[config.mk]
export PLATFORM = sky130hd
export DESIGN_NAME = swl_root_flat
export DESIGN_NICKNAME = d
export VERILOG_FILES = /design/src/verilog/swl_pkg.sv /design/src/verilog/swl_if.sv /design/src/verilog/swl_root.sv /design/src/flat_wrapper.sv
export VERILOG_INCLUDE_DIRS = /design/src /design/src/verilog
export SDC_FILE = /design/constraint.sdc
export NUM_CORES = 1
export LEC_CHECK = 0
export BUFFER_PORTS_ARGS = -buffer_cell sky130_fd_sc_hd__buf_2
export CORE_MARGIN = 1
export CORE_UTILIZATION = 48
export CTS_BUF_LIST = sky130_fd_sc_hd__clkbuf_4 sky130_fd_sc_hd__clkbuf_8 sky130_fd_sc_hd__clkbuf_16
export DETAILED_ROUTE_END_ITERATION = 8
export GPL_TIMING_DRIVEN = 0
export MAX_ROUTING_LAYER = met4
export PLACE_DENSITY = 0.82
export SLEW_MARGIN = 25
export SYNTH_ARGS = -nofsm -noshare
export SYNTH_HDL_FRONTEND = slang
export SYNTH_SLANG_ARGS = --single-unit
[constraint.sdc]
create_clock -name aclk -period 2.75 [get_ports aclk]
set_clock_uncertainty 0.2 [all_clocks]
set_input_delay 0.55 -clock aclk [delete_from_list [all_inputs] [get_ports aclk]]
set_output_delay 0.55 -clock aclk [all_outputs]
set_load 0.005 [all_outputs]
[src/verilog/swl_map.svh]
// register offsets, field positions and widths of the direct switch block
`ifndef SWL_MAP_SVH
`define SWL_MAP_SVH

`define SWL_SID_W       8
`define SWL_LNID_W      14
`define SWL_LCID_W      9

// controller register offsets (byte addresses)
`define SWL_REG_TX0     8'h00
`define SWL_REG_TX1     8'h04
`define SWL_REG_TX2     8'h08
`define SWL_REG_CMD     8'h0C
`define SWL_REG_STATUS  8'h10
`define SWL_REG_RX0     8'h14
`define SWL_REG_RX1     8'h18
`define SWL_REG_RX2     8'h1C

// word 0 / word 2 address layout
`define SWL_W_SID       7:0
`define SWL_W_LNID      21:8
`define SWL_W_LCID      30:22
`define SWL_W_TOP       31
// word 1 flag layout
`define SWL_F_NAD       0
`define SWL_F_CTRL      1
`define SWL_F_TYPE      2
`define SWL_F_NEG       3
`define SWL_F_DIRECT    4
`define SWL_F_PROMO     5
`define SWL_F_AGGR      6
`define SWL_F_DSSID     15:8
`define SWL_F_PROMSID   23:16
// command and status bits
`define SWL_CMD_SEND    0
`define SWL_CMD_RXREL   1
`define SWL_ST_TXBUSY   0
`define SWL_ST_RXFULL   1

`define SWL_DIR_UP      1'b0
`define SWL_DIR_DOWN    1'b1
`define SWL_RESP_OKAY   2'h0
`define SWL_RESP_SLVERR 2'h2
`define SWL_ROBUST_BYTES 16'h0048

`endif

[src/verilog/swl_pkg.sv]
// types shared by the switch end and the controller end
`include "swl_map.svh"
package swl_pkg;
  typedef struct packed {
    logic                   direction_bit;
    logic [`SWL_SID_W-1:0]  packet_switch_id;
    logic [`SWL_LNID_W-1:0] packet_node_id;
    logic [`SWL_LCID_W-1:0] request_conn_id;
    logic                   no_aggregation_flag;
    logic                   is_conn_ctrl;
    logic                   conn_type_field;
    logic                   conn_negative_flag;
    logic                   direct_info_flag;
    logic [`SWL_SID_W-1:0]  direct_switch_id_field;
    logic [`SWL_SID_W-1:0]  direct_dest_switch_id;
    logic [`SWL_LNID_W-1:0] direct_dest_node_id;
    logic [`SWL_LCID_W-1:0] direct_dest_conn_id;
    logic                   direct_dest_no_aggr;
    logic                   is_promo_ack;
    logic [`SWL_SID_W-1:0]  promoted_switch_id;
  } swl_frame_t;
endpackage

[src/verilog/swl_if.sv]
// frame link between the switch end and the controller end
`timescale 1ns/1ps
interface swl_if;
  import swl_pkg::*;
  logic       f_valid;
  logic       f_ready;
  swl_frame_t f_frame;
  logic       r_valid;
  logic       r_ready;
  swl_frame_t r_frame;
  logic       r_aggr_ok;
  modport sw (input f_valid, f_frame, r_ready,
              output f_ready, r_valid, r_frame, r_aggr_ok);
  modport rt (output f_valid, f_frame, r_ready,
              input f_ready, r_valid, r_frame, r_aggr_ok);
endinterface

[src/verilog/swl_root.sv]
// controller end: AXI4-Lite registers that compose and collect frames
`timescale 1ns/1ps
`include "swl_map.svh"
module swl_root (
  // clock and reset
  input  wire logic        aclk,
  input  wire logic        aresetn,
  // AXI4-Lite slave
  input  wire logic        awvalid,
  output logic             awready,
  input  wire logic [7:0]  awaddr,
  input  wire logic        wvalid,
  output logic             wready,
  input  wire logic [31:0] wdata,
  input  wire logic [3:0]  wstrb,
  output logic             bvalid,
  input  wire logic        bready,
  output logic [1:0]       bresp,
  input  wire logic        arvalid,
  output logic             arready,
  input  wire logic [7:0]  araddr,
  output logic             rvalid,
  input  wire logic        rready,
  output logic [31:0]      rdata,
  output logic [1:0]       rresp,
  // link toward the switch
  swl_if.rt                lnk
);
  import swl_pkg::*;

  logic [31:0] tx0, tx1, tx2, next_tx0, next_tx1, next_tx2;
  logic [31:0] rx0, rx1, rx2, next_rx0, next_rx1, next_rx2;
  logic        rx_full, next_rx_full;
  logic        f_valid, next_f_valid;
  swl_frame_t  f_frame, next_f_frame;
  logic        aw_have, next_aw_have, w_have, next_w_have;
  logic [7:0]  aw_addr, next_aw_addr;
  logic [31:0] w_data, next_w_data;
  logic [3:0]  w_strb, next_w_strb;
  logic        next_awready, next_wready, next_bvalid, next_arready;
  logic        next_rvalid;
  logic [1:0]  next_bresp, next_rresp;
  logic [31:0] next_rdata;

  function automatic logic [31:0] merge(input logic [31:0] old,
                                        input logic [31:0] d,
                                        input logic [3:0] s);
    logic [31:0] r;
    r = old;
    for (int b = 0; b < 4; b++) begin
      if (s[b]) begin
        r[b*8 +: 8] = d[b*8 +: 8];
      end
    end
    return r;
  endfunction

  always_comb begin
    logic [1:0]  rsp;
    rsp = `SWL_RESP_OKAY;
    next_tx0 = tx0;
    next_tx1 = tx1;
    next_tx2 = tx2;
    next_rx0 = rx0;
    next_rx1 = rx1;
    next_rx2 = rx2;
    next_rx_full = rx_full;
    next_f_valid = f_valid;
    next_f_frame = f_frame;
    next_aw_have = aw_have;
    next_w_have = w_have;
    next_aw_addr = aw_addr;
    next_w_data = w_data;
    next_w_strb = w_strb;
    next_awready = 1'b0;
    next_wready = 1'b0;
    next_bvalid = bvalid;
    next_bresp = bresp;
    next_arready = 1'b0;
    next_rvalid = rvalid;
    next_rresp = rresp;
    next_rdata = rdata;
    if (f_valid && lnk.f_ready) begin
      next_f_valid = 1'b0;
    end
    // frames from the switch are held until software releases them
    if (lnk.r_valid && !rx_full) begin
      next_rx_full = 1'b1;
      next_rx0 = {1'b0, lnk.r_frame.request_conn_id,
                  lnk.r_frame.packet_node_id,
                  lnk.r_frame.packet_switch_id};
      next_rx0[`SWL_W_TOP] = lnk.r_frame.direction_bit;
      next_rx1 = '0;
      next_rx1[`SWL_F_NAD] = lnk.r_frame.no_aggregation_flag;
      next_rx1[`SWL_F_CTRL] = lnk.r_frame.is_conn_ctrl;
      next_rx1[`SWL_F_TYPE] = lnk.r_frame.conn_type_field;
      next_rx1[`SWL_F_NEG] = lnk.r_frame.conn_negative_flag;
      next_rx1[`SWL_F_DIRECT] = lnk.r_frame.direct_info_flag;
      next_rx1[`SWL_F_PROMO] = lnk.r_frame.is_promo_ack;
      next_rx1[`SWL_F_AGGR] = lnk.r_aggr_ok;
      next_rx1[`SWL_F_DSSID] = lnk.r_frame.direct_switch_id_field;
      next_rx1[`SWL_F_PROMSID] = lnk.r_frame.promoted_switch_id;
      next_rx2 = {lnk.r_frame.direct_dest_no_aggr,
                  lnk.r_frame.direct_dest_conn_id,
                  lnk.r_frame.direct_dest_node_id,
                  lnk.r_frame.direct_dest_switch_id};
    end
    // write channel: address and data taken in either order
    if (awvalid && !aw_have && !awready) begin
      next_awready = 1'b1;
      next_aw_have = 1'b1;
      next_aw_addr = awaddr;
    end
    if (wvalid && !w_have && !wready) begin
      next_wready = 1'b1;
      next_w_have = 1'b1;
      next_w_data = wdata;
      next_w_strb = wstrb;
    end
    if (aw_have && w_have && !bvalid) begin
      next_aw_have = 1'b0;
      next_w_have = 1'b0;
      next_bvalid = 1'b1;
      case (aw_addr)
        `SWL_REG_TX0: next_tx0 = merge(tx0, w_data, w_strb);
        `SWL_REG_TX1: next_tx1 = merge(tx1, w_data, w_strb);
        `SWL_REG_TX2: next_tx2 = merge(tx2, w_data, w_strb);
        `SWL_REG_CMD: begin
          // software sequences target request before initiator accept
          if (w_strb[0] && w_data[`SWL_CMD_SEND] && !f_valid) begin
            next_f_valid = 1'b1;
            next_f_frame.packet_switch_id = tx0[`SWL_W_SID];
            next_f_frame.packet_node_id = tx0[`SWL_W_LNID];
            next_f_frame.request_conn_id = tx0[`SWL_W_LCID];
            next_f_frame.direction_bit = tx0[`SWL_W_TOP];
            // flag taken from the capability sent at registration
            next_f_frame.no_aggregation_flag = tx1[`SWL_F_NAD];
            next_f_frame.is_conn_ctrl = tx1[`SWL_F_CTRL];
            next_f_frame.conn_type_field = tx1[`SWL_F_TYPE];
            next_f_frame.conn_negative_flag = tx1[`SWL_F_NEG];
            next_f_frame.direct_info_flag = tx1[`SWL_F_DIRECT];
            next_f_frame.is_promo_ack = tx1[`SWL_F_PROMO];
            next_f_frame.direct_switch_id_field = tx1[`SWL_F_DSSID];
            next_f_frame.promoted_switch_id = tx1[`SWL_F_PROMSID];
            next_f_frame.direct_dest_switch_id = tx2[`SWL_W_SID];
            next_f_frame.direct_dest_node_id = tx2[`SWL_W_LNID];
            next_f_frame.direct_dest_conn_id = tx2[`SWL_W_LCID];
            next_f_frame.direct_dest_no_aggr = tx2[`SWL_W_TOP];
          end
          // a frame arriving now still lands after this release
          if (w_strb[0] && w_data[`SWL_CMD_RXREL] && rx_full) begin
            next_rx_full = 1'b0;
          end
        end
        default: rsp = `SWL_RESP_SLVERR;
      endcase
      next_bresp = rsp;
    end
    if (bvalid && bready) begin
      next_bvalid = 1'b0;
    end
    // read channel: one outstanding, data in the same cycle as arready
    if (arvalid && !arready && !rvalid) begin
      next_arready = 1'b1;
      next_rvalid = 1'b1;
      next_rresp = `SWL_RESP_OKAY;
      next_rdata = '0;
      case (araddr)
        `SWL_REG_TX0: next_rdata = tx0;
        `SWL_REG_TX1: next_rdata = tx1;
        `SWL_REG_TX2: next_rdata = tx2;
        `SWL_REG_CMD: next_rdata = '0;
        `SWL_REG_STATUS: begin
          next_rdata[`SWL_ST_TXBUSY] = f_valid;
          next_rdata[`SWL_ST_RXFULL] = rx_full;
        end
        `SWL_REG_RX0: next_rdata = rx0;
        `SWL_REG_RX1: next_rdata = rx1;
        `SWL_REG_RX2: next_rdata = rx2;
        default: next_rresp = `SWL_RESP_SLVERR;
      endcase
    end else if (rvalid && rready) begin
      next_rvalid = 1'b0;
    end
  end

  always_ff @(posedge aclk) begin
    if (!aresetn) begin
      tx0 <= '0;
      tx1 <= '0;
      tx2 <= '0;
      rx0 <= '0;
      rx1 <= '0;
      rx2 <= '0;
      rx_full <= 1'b0;
      f_valid <= 1'b0;
      f_frame <= '0;
      aw_have <= 1'b0;
      w_have <= 1'b0;
      aw_addr <= '0;
      w_data <= '0;
      w_strb <= '0;
      awready <= 1'b0;
      wready <= 1'b0;
      bvalid <= 1'b0;
      bresp <= `SWL_RESP_OKAY;
      arready <= 1'b0;
      rvalid <= 1'b0;
      rresp <= `SWL_RESP_OKAY;
      rdata <= '0;
    end else begin
      tx0 <= next_tx0;
      tx1 <= next_tx1;
      tx2 <= next_tx2;
      rx0 <= next_rx0;
      rx1 <= next_rx1;
      rx2 <= next_rx2;
      rx_full <= next_rx_full;
      f_valid <= next_f_valid;
      f_frame <= next_f_frame;
      aw_have <= next_aw_have;
      w_have <= next_w_have;
      aw_addr <= next_aw_addr;
      w_data <= next_w_data;
      w_strb <= next_w_strb;
      awready <= next_awready;
      wready <= next_wready;
      bvalid <= next_bvalid;
      bresp <= next_bresp;
      arready <= next_arready;
      rvalid <= next_rvalid;
      rresp <= next_rresp;
      rdata <= next_rdata;
    end
  end

  assign lnk.f_valid = f_valid;
  assign lnk.f_frame = f_frame;
  assign lnk.r_ready = ~rx_full;
endmodule

[src/flat_wrapper.sv]
// flat-port wrapper written by rule: the top's interface ports become plain ports
module swl_root_flat import swl_pkg::*;
  (aclk, aresetn, awvalid, awready, awaddr, wvalid, wready, wdata, wstrb, bvalid, bready, bresp, arvalid, arready, araddr, rvalid, rready, rdata, rresp, lnk_f_valid, lnk_f_frame, lnk_r_ready, lnk_f_ready, lnk_r_valid, lnk_r_frame, lnk_r_aggr_ok);
  swl_if lnk_i ();
  input  wire logic aclk;
  input  wire logic aresetn;
  input  wire logic awvalid;
  output logic awready;
  input  wire logic [7:0] awaddr;
  input  wire logic wvalid;
  output logic wready;
  input  wire logic [31:0] wdata;
  input  wire logic [3:0] wstrb;
  output logic bvalid;
  input  wire logic bready;
  output logic [1:0] bresp;
  input  wire logic arvalid;
  output logic arready;
  input  wire logic [7:0] araddr;
  output logic rvalid;
  input  wire logic rready;
  output logic [31:0] rdata;
  output logic [1:0] rresp;
  output wire logic [$bits(lnk_i.f_valid)-1:0] lnk_f_valid;
  output wire logic [$bits(lnk_i.f_frame)-1:0] lnk_f_frame;
  output wire logic [$bits(lnk_i.r_ready)-1:0] lnk_r_ready;
  input wire logic [$bits(lnk_i.f_ready)-1:0] lnk_f_ready;
  input wire logic [$bits(lnk_i.r_valid)-1:0] lnk_r_valid;
  input wire logic [$bits(lnk_i.r_frame)-1:0] lnk_r_frame;
  input wire logic [$bits(lnk_i.r_aggr_ok)-1:0] lnk_r_aggr_ok;
  assign lnk_f_valid = lnk_i.f_valid;
  assign lnk_f_frame = lnk_i.f_frame;
  assign lnk_r_ready = lnk_i.r_ready;
  assign lnk_i.f_ready = lnk_f_ready;
  assign lnk_i.r_valid = lnk_r_valid;
  assign lnk_i.r_frame = lnk_r_frame;
  assign lnk_i.r_aggr_ok = lnk_r_aggr_ok;
  swl_root u_core (.aclk(aclk), .aresetn(aresetn), .awvalid(awvalid), .awready(awready), .awaddr(awaddr), .wvalid(wvalid), .wready(wready), .wdata(wdata), .wstrb(wstrb), .bvalid(bvalid), .bready(bready), .bresp(bresp), .arvalid(arvalid), .arready(arready), .araddr(araddr), .rvalid(rvalid), .rready(rready), .rdata(rdata), .rresp(rresp), .lnk(lnk_i));
endmodule
==> impl_metrics.ini, run 1 <==
[detailed_routing]
firstDrtPassIters = 6
wirelength_um = 52100
drtIter0Drc = 1478
vias = 14200
wl_per_cell_um = 21.5
postRouteAntennaNets = 0
remaining_drc_errors = 0
viasPerCell = 5.88

[critical_path]
r2r_cells = 6
crit_arrival_ps = 2960
crit_path_start_kind = flip-flop
critPathKind = flip-flop to flip-flop
slowest_delay_ps = 530
r2r_slack_ps = 60
path_cells = and2_1 > clkbuf_1 > clkbuf_1 > clkbuf_1 > nand4_1 > a21oi_1
r2r-start = u_core.aw_addr[2]$_SDFFE_PN0P_
cp-end-kind = flip-flop
path_delay_family = buffers and inverters
cp_max_fo = 10
r2r_end = u_core.lnk.f_frame[28]$_SDFFE_PN0P_
cpMostUsedCell = clkbuf_1
crit_path_top_delay_cell = clkbuf_1
cp.required_ps = 3020
critPathBufInv = 3

[synth]
netlist.area_leader.share = 0.492
synthDistinctLibCells = 52
yosysMostFrequentCell = nand2_1
syn_area_per_cell_um2 = 8.61
ys_ff_latch = 356
yosysWarnings = 0
synth-edff-count = 0
syn_inst = 1682
synth_common_cells = 395 x nand2_1, 356 x dfxtp_1, 237 x a21oi_1
ys_seq_area_frac = 0.492
ys.flop_type = dfxtp_1
yosys.area.top_type = dfxtp_1
async_reset_ff_frac = 0
synth_area_leaders = dfxtp_1 49%, mux2i_1 11%, nand2_1 10%, a21oi_1 8.2%, nand4_1 3.8%
netlist_area_um2 = 14500

[place]
place_inst = 2346
gp_congestion = 0.992
hpwl_um = 39200
portBuffers = 273

[global_routing]
grt_max_degree = 15
grt.total_usage = 0.341
grt_first_pass_wirelength_um = 77800
antenna_found_initial = 1
grt.overflow.total = 0
grt_pass1_vias = 13500

[sta]
hold_viol = 0
period_share = 0.977
setup_violations = 0
period_needed_ps = 2690
final.setup.tns_ps = 0
drv_slew = 0
slew_headroom = 0.294
fmax_mhz = 372
tightest_slew_ps = 1060
rsz0062_at_grt = false

[die]
core_area_um2 = 29600
std_cell_rows = 63
ios = 277
die_x_um = 176
die_area_um2 = 30900
initial_utilization = 0.488
fp.dieH_um = 176

[cts]
cts.clk_slew.worst_paths_ps = 60
cts_buffers = 38
clk_latency_ps = 540
ctsHoldBuffers = 0
cts_root_buffer = clkbuf_16
cts_tree = built
htreeDepth = 2
cts_buffer_depth = 3
cts_sinks = 356

[min_path]
whs_path_depth = 3
min_from = lnk_r_frame[21]
hold_path_class = primary input to flip-flop
min_delay_worst_endpoint = u_core.rx2[10]$_SDFFE_PN0P_

[pwr]
p_leak_nw = 6.99
power.switching_mw = 2.86
pwr-share-comb = 0.079
power_density_nw_per_um2 = 651
p_int_mw = 8.64
clkPwrFrac = 0.449
finalPower_mw = 11.5
swShare = 0.248
seq_power_share = 0.471
vdd_drop_max_v = 0.000443

[run_status]
outcome = complete, no violations

[finish]
synthToLayoutAreaGrowth_pct = 22.0
instances_no_fill = 2417
drive_gt1_frac = 0.203
fillerInstances = 2629
utilization = 0.596
final_net_count = 2147

[run]
max_cap_viol_count = 0
-- state kept, by name, summed over array words and instances, names as in the netlist, 4 cells and up --
register            flops
u_core.w_data          32
u_core.lnk.f_frame     86
u_core.rx2             32
u_core.tx1             32
u_core.rdata           32
u_core.rx1             23
u_core.w_strb           4
u_core.aw_addr          8
u_core.rx0             32
u_core.tx2             32
u_core.tx0             32
-- tightest hold or removal path, delay by kind of cell --
kind	cells	cell delay [ps]
AND/OR/NAND/NOR	1	40
AO/OA/AOI/OAI	1	50
buffers and inverters	1	90
-- layout make-up --
| cell class | instances | area (µm²) | area share |
|---|---|---|---|
| Multi-Input combinational cell | 1168 | 6730 | 0.381 |
| Clock inverter | 15 | 140 | 0.00794 |
| Antenna cell | 2 | 5.00 | 0.000284 |
| Inverter | 10 | 37.5 | 0.00213 |
| Sequential cell | 356 | 7130 | 0.404 |
| Tap cell | 390 | 488 | 0.0276 |
| Clock buffer | 51 | 1110 | 0.0629 |
| Buffer | 148 | 612 | 0.0347 |
| Timing Repair Buffer | 277 | 1410 | 0.0798 |
-- layer usage --
metal / vias up / GRT usage / wire (µm)
met5: - / - / 0
met4: 0 / 0.152 / 2240
met3: 151 / 0.0537 / 4920
met2: 847 / 0.526 / 23400
met1: 6690 / 0.440 / 21500
li1: 6524 / - / -
-- worst max-delay path by stage --
stage,from,to,cells after the start
3_5_place_dp,araddr[3],u_core.rdata[25]$_SDFFE_PN0P_,7
6_report,u_core.aw_addr[2]$_SDFFE_PN0P_,u_core.lnk.f_frame[28]$_SDFFE_PN0P_,6
2_1_floorplan,araddr[5],u_core.rdata[24]$_SDFFE_PN0P_,5
5_1_grt,u_core.aw_addr[2]$_SDFFE_PN0P_,u_core.lnk.f_frame[25]$_SDFFE_PN0P_,8
3_3_place_gp,araddr[3],u_core.rdata[24]$_SDFFE_PN0P_,7
4_1_cts,u_core.aw_addr[0]$_SDFFE_PN0P_,u_core.tx0[9]$_SDFFE_PN0P_,5
-- power by group through the flow --
stage	clock (mW)	sequential, mW	combinational (mW)
final	5.17	5.42	0.911
after global routing	5.38	5.43	0.987
after CTS	5.17	5.41	0.889
after detailed placement	0	5.52	0.883
after global placement	0	5.52	0.862
after floorplan	0	5.48	0.516
-- cells by family (layout without fill, tap and decap cells) --
logic type / after synthesis / after routing / synth area share
AO/OA/AOI/OAI: 411 / 411 / 0.157
other: 1 / 4 / 0.000259
AND/OR/NAND/NOR: 576 / 576 / 0.178
flip-flops: 356 / 356 / 0.492
multiplexers: 179 / 179 / 0.127
buffers and inverters: 159 / 501 / 0.0451
-- stage by stage --
| step | setup WS, ps | instance area (µm²) | hold slack [ps] |
|---|---|---|---|
| 2_1_floorplan | 520 | 14500 | 233 |
| 4_1_cts | 102 | 17600 | 40.2 |
| 3_3_place_gp | -231 | 16300 | 239 |
| 6_report | 62.7 | 17700 | 50.7 |
| 5_1_grt | 33.9 | 17700 | 46.8 |
| 3_5_place_dp | -259 | 16300 | 247 |
-- timing repair --
item                                   4_1_cts  5_1_grt
endpoints found under the hold margin        0        0
setup buffers                                3        1
pin swaps                                    1        1
setup endpoints to repair                   30       47
cloned                                       0        0
gates resized for setup                      0        1
-- placed cells by master, fill, tap and decap left out, drive strengths merged, types with 9 or more instances in the layout --
| cell type | instances |
|---|---|
| dfxtp | 356 |
| and3 | 9 |
| a21oi | 237 |
| o221ai | 9 |
| clkbuf | 167 |
| o2bb2ai | 16 |
| inv | 11 |
| nor2 | 34 |
| a221oi | 15 |
| buf | 309 |
| o21ai | 108 |
| mux2i | 153 |
| mux2 | 25 |
| clkinv | 9 |
| nand2 | 398 |
| nand4 | 89 |
(Power assumes the default switching activity.)
==> run 2: changes to the inputs <==
- clock period: 2.75 -> 3.13 ns (I/O delays scaled with it)
==> run 2 against run 1 <==
Against the previous run:
- flip-flop and latch count unchanged
- clock-buffer cell count unchanged
- global-route usage about the same
- combinational power down 13%
- critical endpoint unchanged
- first-iteration DRC count up 7.6%
- setup slack better by 71 ps
- non-clock buffer count down 3
- register-to-register slack better by 70 ps
- sequential share of layout area up 0.11 points
- power down 12%
- critical path type unchanged
- final cell count down 0.17%
- maximum frequency down 10%
==> impl_metrics.ini, run 2 (synthesized netlist as in run 1, its figures left out) <==
[detailed_routing]
wirelength_um = 52100
postRouteAntennaNets = 0
remaining_drc_errors = 0
wl_per_cell_um = 21.6
viasPerCell = 5.89
drtIter0Drc = 1590
firstDrtPassIters = 5
vias = 14200

[critical_path]
slowest_delay_ps = 590
critPathBufInv = 3
crit_path_start_kind = flip-flop
cpMostUsedCell = clkbuf_1
cp.required_ps = 3330
path_cells = and2_1 > clkbuf_1 > nand4_1 > clkbuf_1 > clkbuf_1 > o21ai_0 > a21oi_1
path_delay_family = buffers and inverters
crit_arrival_ps = 3200
critPathKind = flip-flop to flip-flop
crit_path_top_delay_cell = nand4_1
cp-end-kind = flip-flop
cp_max_fo = 10

[pwr]
seq_power_share = 0.471
p_int_mw = 7.59
power_density_nw_per_um2 = 574
swShare = 0.249
power.switching_mw = 2.51
clkPwrFrac = 0.450
p_leak_nw = 6.97
vdd_drop_max_v = 0.000389
pwr-share-comb = 0.079

[die]
fp.dieH_um = 176
die_x_um = 176
core_area_um2 = 29600
std_cell_rows = 63
initial_utilization = 0.488
die_area_um2 = 30900
ios = 277

[finish]
final_net_count = 2144
instances_no_fill = 2413
largest_register_ffs = 86
drive_gt1_frac = 0.201
layout_common_cells = 395 x nand2_1, 356 x dfxtp_1, 282 x buf_2, 237 x a21oi_1, 153 x mux2i_1
final_common_cell = nand2_1
top_register = u_core.lnk.f_frame
fillerInstances = 2637
synthToLayoutAreaGrowth_pct = 21.6

[sta]
period_share = 0.957
fmax_mhz = 334
hold_viol = 0
final.setup.tns_ps = 0
tightest_slew_ps = 1050
drv_slew = 0
rsz0062_at_grt = false
slew_headroom = 0.303
setup_violations = 0
period_needed_ps = 3000

[place]
portBuffers = 273
hpwl_um = 39200
place_inst = 2346
gp_congestion = 0.992

[cts]
ctsHoldBuffers = 0
clk_latency_ps = 540
cts_sinks = 356
cts.clk_slew.worst_paths_ps = 60
htreeDepth = 2
cts_setup_buffers = 0
cts_buffer_depth = 3
post_cts_resized = 0
cts_buffers = 38
cts_root_buffer = clkbuf_16
cts_tree = built

[global_routing]
antenna_found_initial = 1
grt_max_degree = 15
grt.overflow.total = 0
grt.total_usage = 0.341
grt_first_pass_wirelength_um = 77700
grt_pass1_vias = 13500

[run_status]
outcome = complete, no violations

[min_path]
hold_path_class = primary input to flip-flop

[run]
max_cap_viol_count = 0
-- run 2: final timing paths --
kind / from / end / slack, ps / depth (start not counted)
max reg2reg: u_core.aw_addr[3]$_SDFFE_PN0P_ / u_core.lnk.f_frame[28]$_SDFFE_PN0P_ / 130 / 7
min reg2reg: u_core.rx0[29]$_SDFFE_PN0P_ / u_core.rx0[29]$_SDFFE_PN0P_ / 260 / 2
max: u_core.aw_addr[3]$_SDFFE_PN0P_ / u_core.lnk.f_frame[28]$_SDFFE_PN0P_ / 130 / 7
min: lnk_r_frame[21] / u_core.rx2[10]$_SDFFE_PN0P_ / 120 / 3
-- run 2: metal layers --
layer / vias to the layer above / wire, µm / track usage
met1: 6734 / 21500 / 0.441
li1: 6506 / - / -
met2: 813 / 23300 / 0.522
met5: - / 0 / -
met4: 0 / 2310 / 0.149
met3: 164 / 4950 / 0.0600
-- run 2: tightest hold or removal path, stage by stage --
cell and delay [ps]:
buf_2 90, nand2_1 40, a21oi_1 50
-- run 2: cell type report --
| type | count | area [µm²] | area share |
|---|---|---|---|
| Clock buffer | 51 | 1110 | 0.0630 |
| Multi-Input combinational cell | 1168 | 6720 | 0.382 |
| Buffer | 149 | 616 | 0.0350 |
| Tap cell | 390 | 488 | 0.0277 |
| Sequential cell | 356 | 7130 | 0.405 |
| Inverter | 10 | 37.5 | 0.00213 |
| Antenna cell | 1 | 2.50 | 0.000142 |
| Timing Repair Buffer | 273 | 1370 | 0.0776 |
| Clock inverter | 15 | 140 | 0.00796 |
-- run 2: metrics by stage --
| step | total power, mW | hold slack [ps] | setup slack [ps] | utilization | instance area [µm²] |
|---|---|---|---|---|---|
| 2_1_floorplan | 5.27 | 233 | 824 | - | 14500 |
| 3_5_place_dp | 5.63 | 247 | 44.9 | 0.551 | 16300 |
| 5_1_grt | 10.4 | 118 | 33.7 | 0.594 | 17600 |
| 3_3_place_gp | 5.60 | 239 | 73.2 | 0.551 | 16300 |
| 4_1_cts | 10.1 | 116 | 272 | 0.594 | 17600 |
| 6_report | 10.1 | 124 | 133 | 0.594 | 17600 |
-- run 2: power by group through the flow --
stage / sequential, mW / combinational [mW] / clock, mW
after CTS: 4.75 / 0.781 / 4.54
after floorplan: 4.82 / 0.453 / 0
after global placement: 4.85 / 0.757 / 0
final: 4.76 / 0.797 / 4.55
after detailed placement: 4.85 / 0.776 / 0
after global routing: 4.77 / 0.867 / 4.74
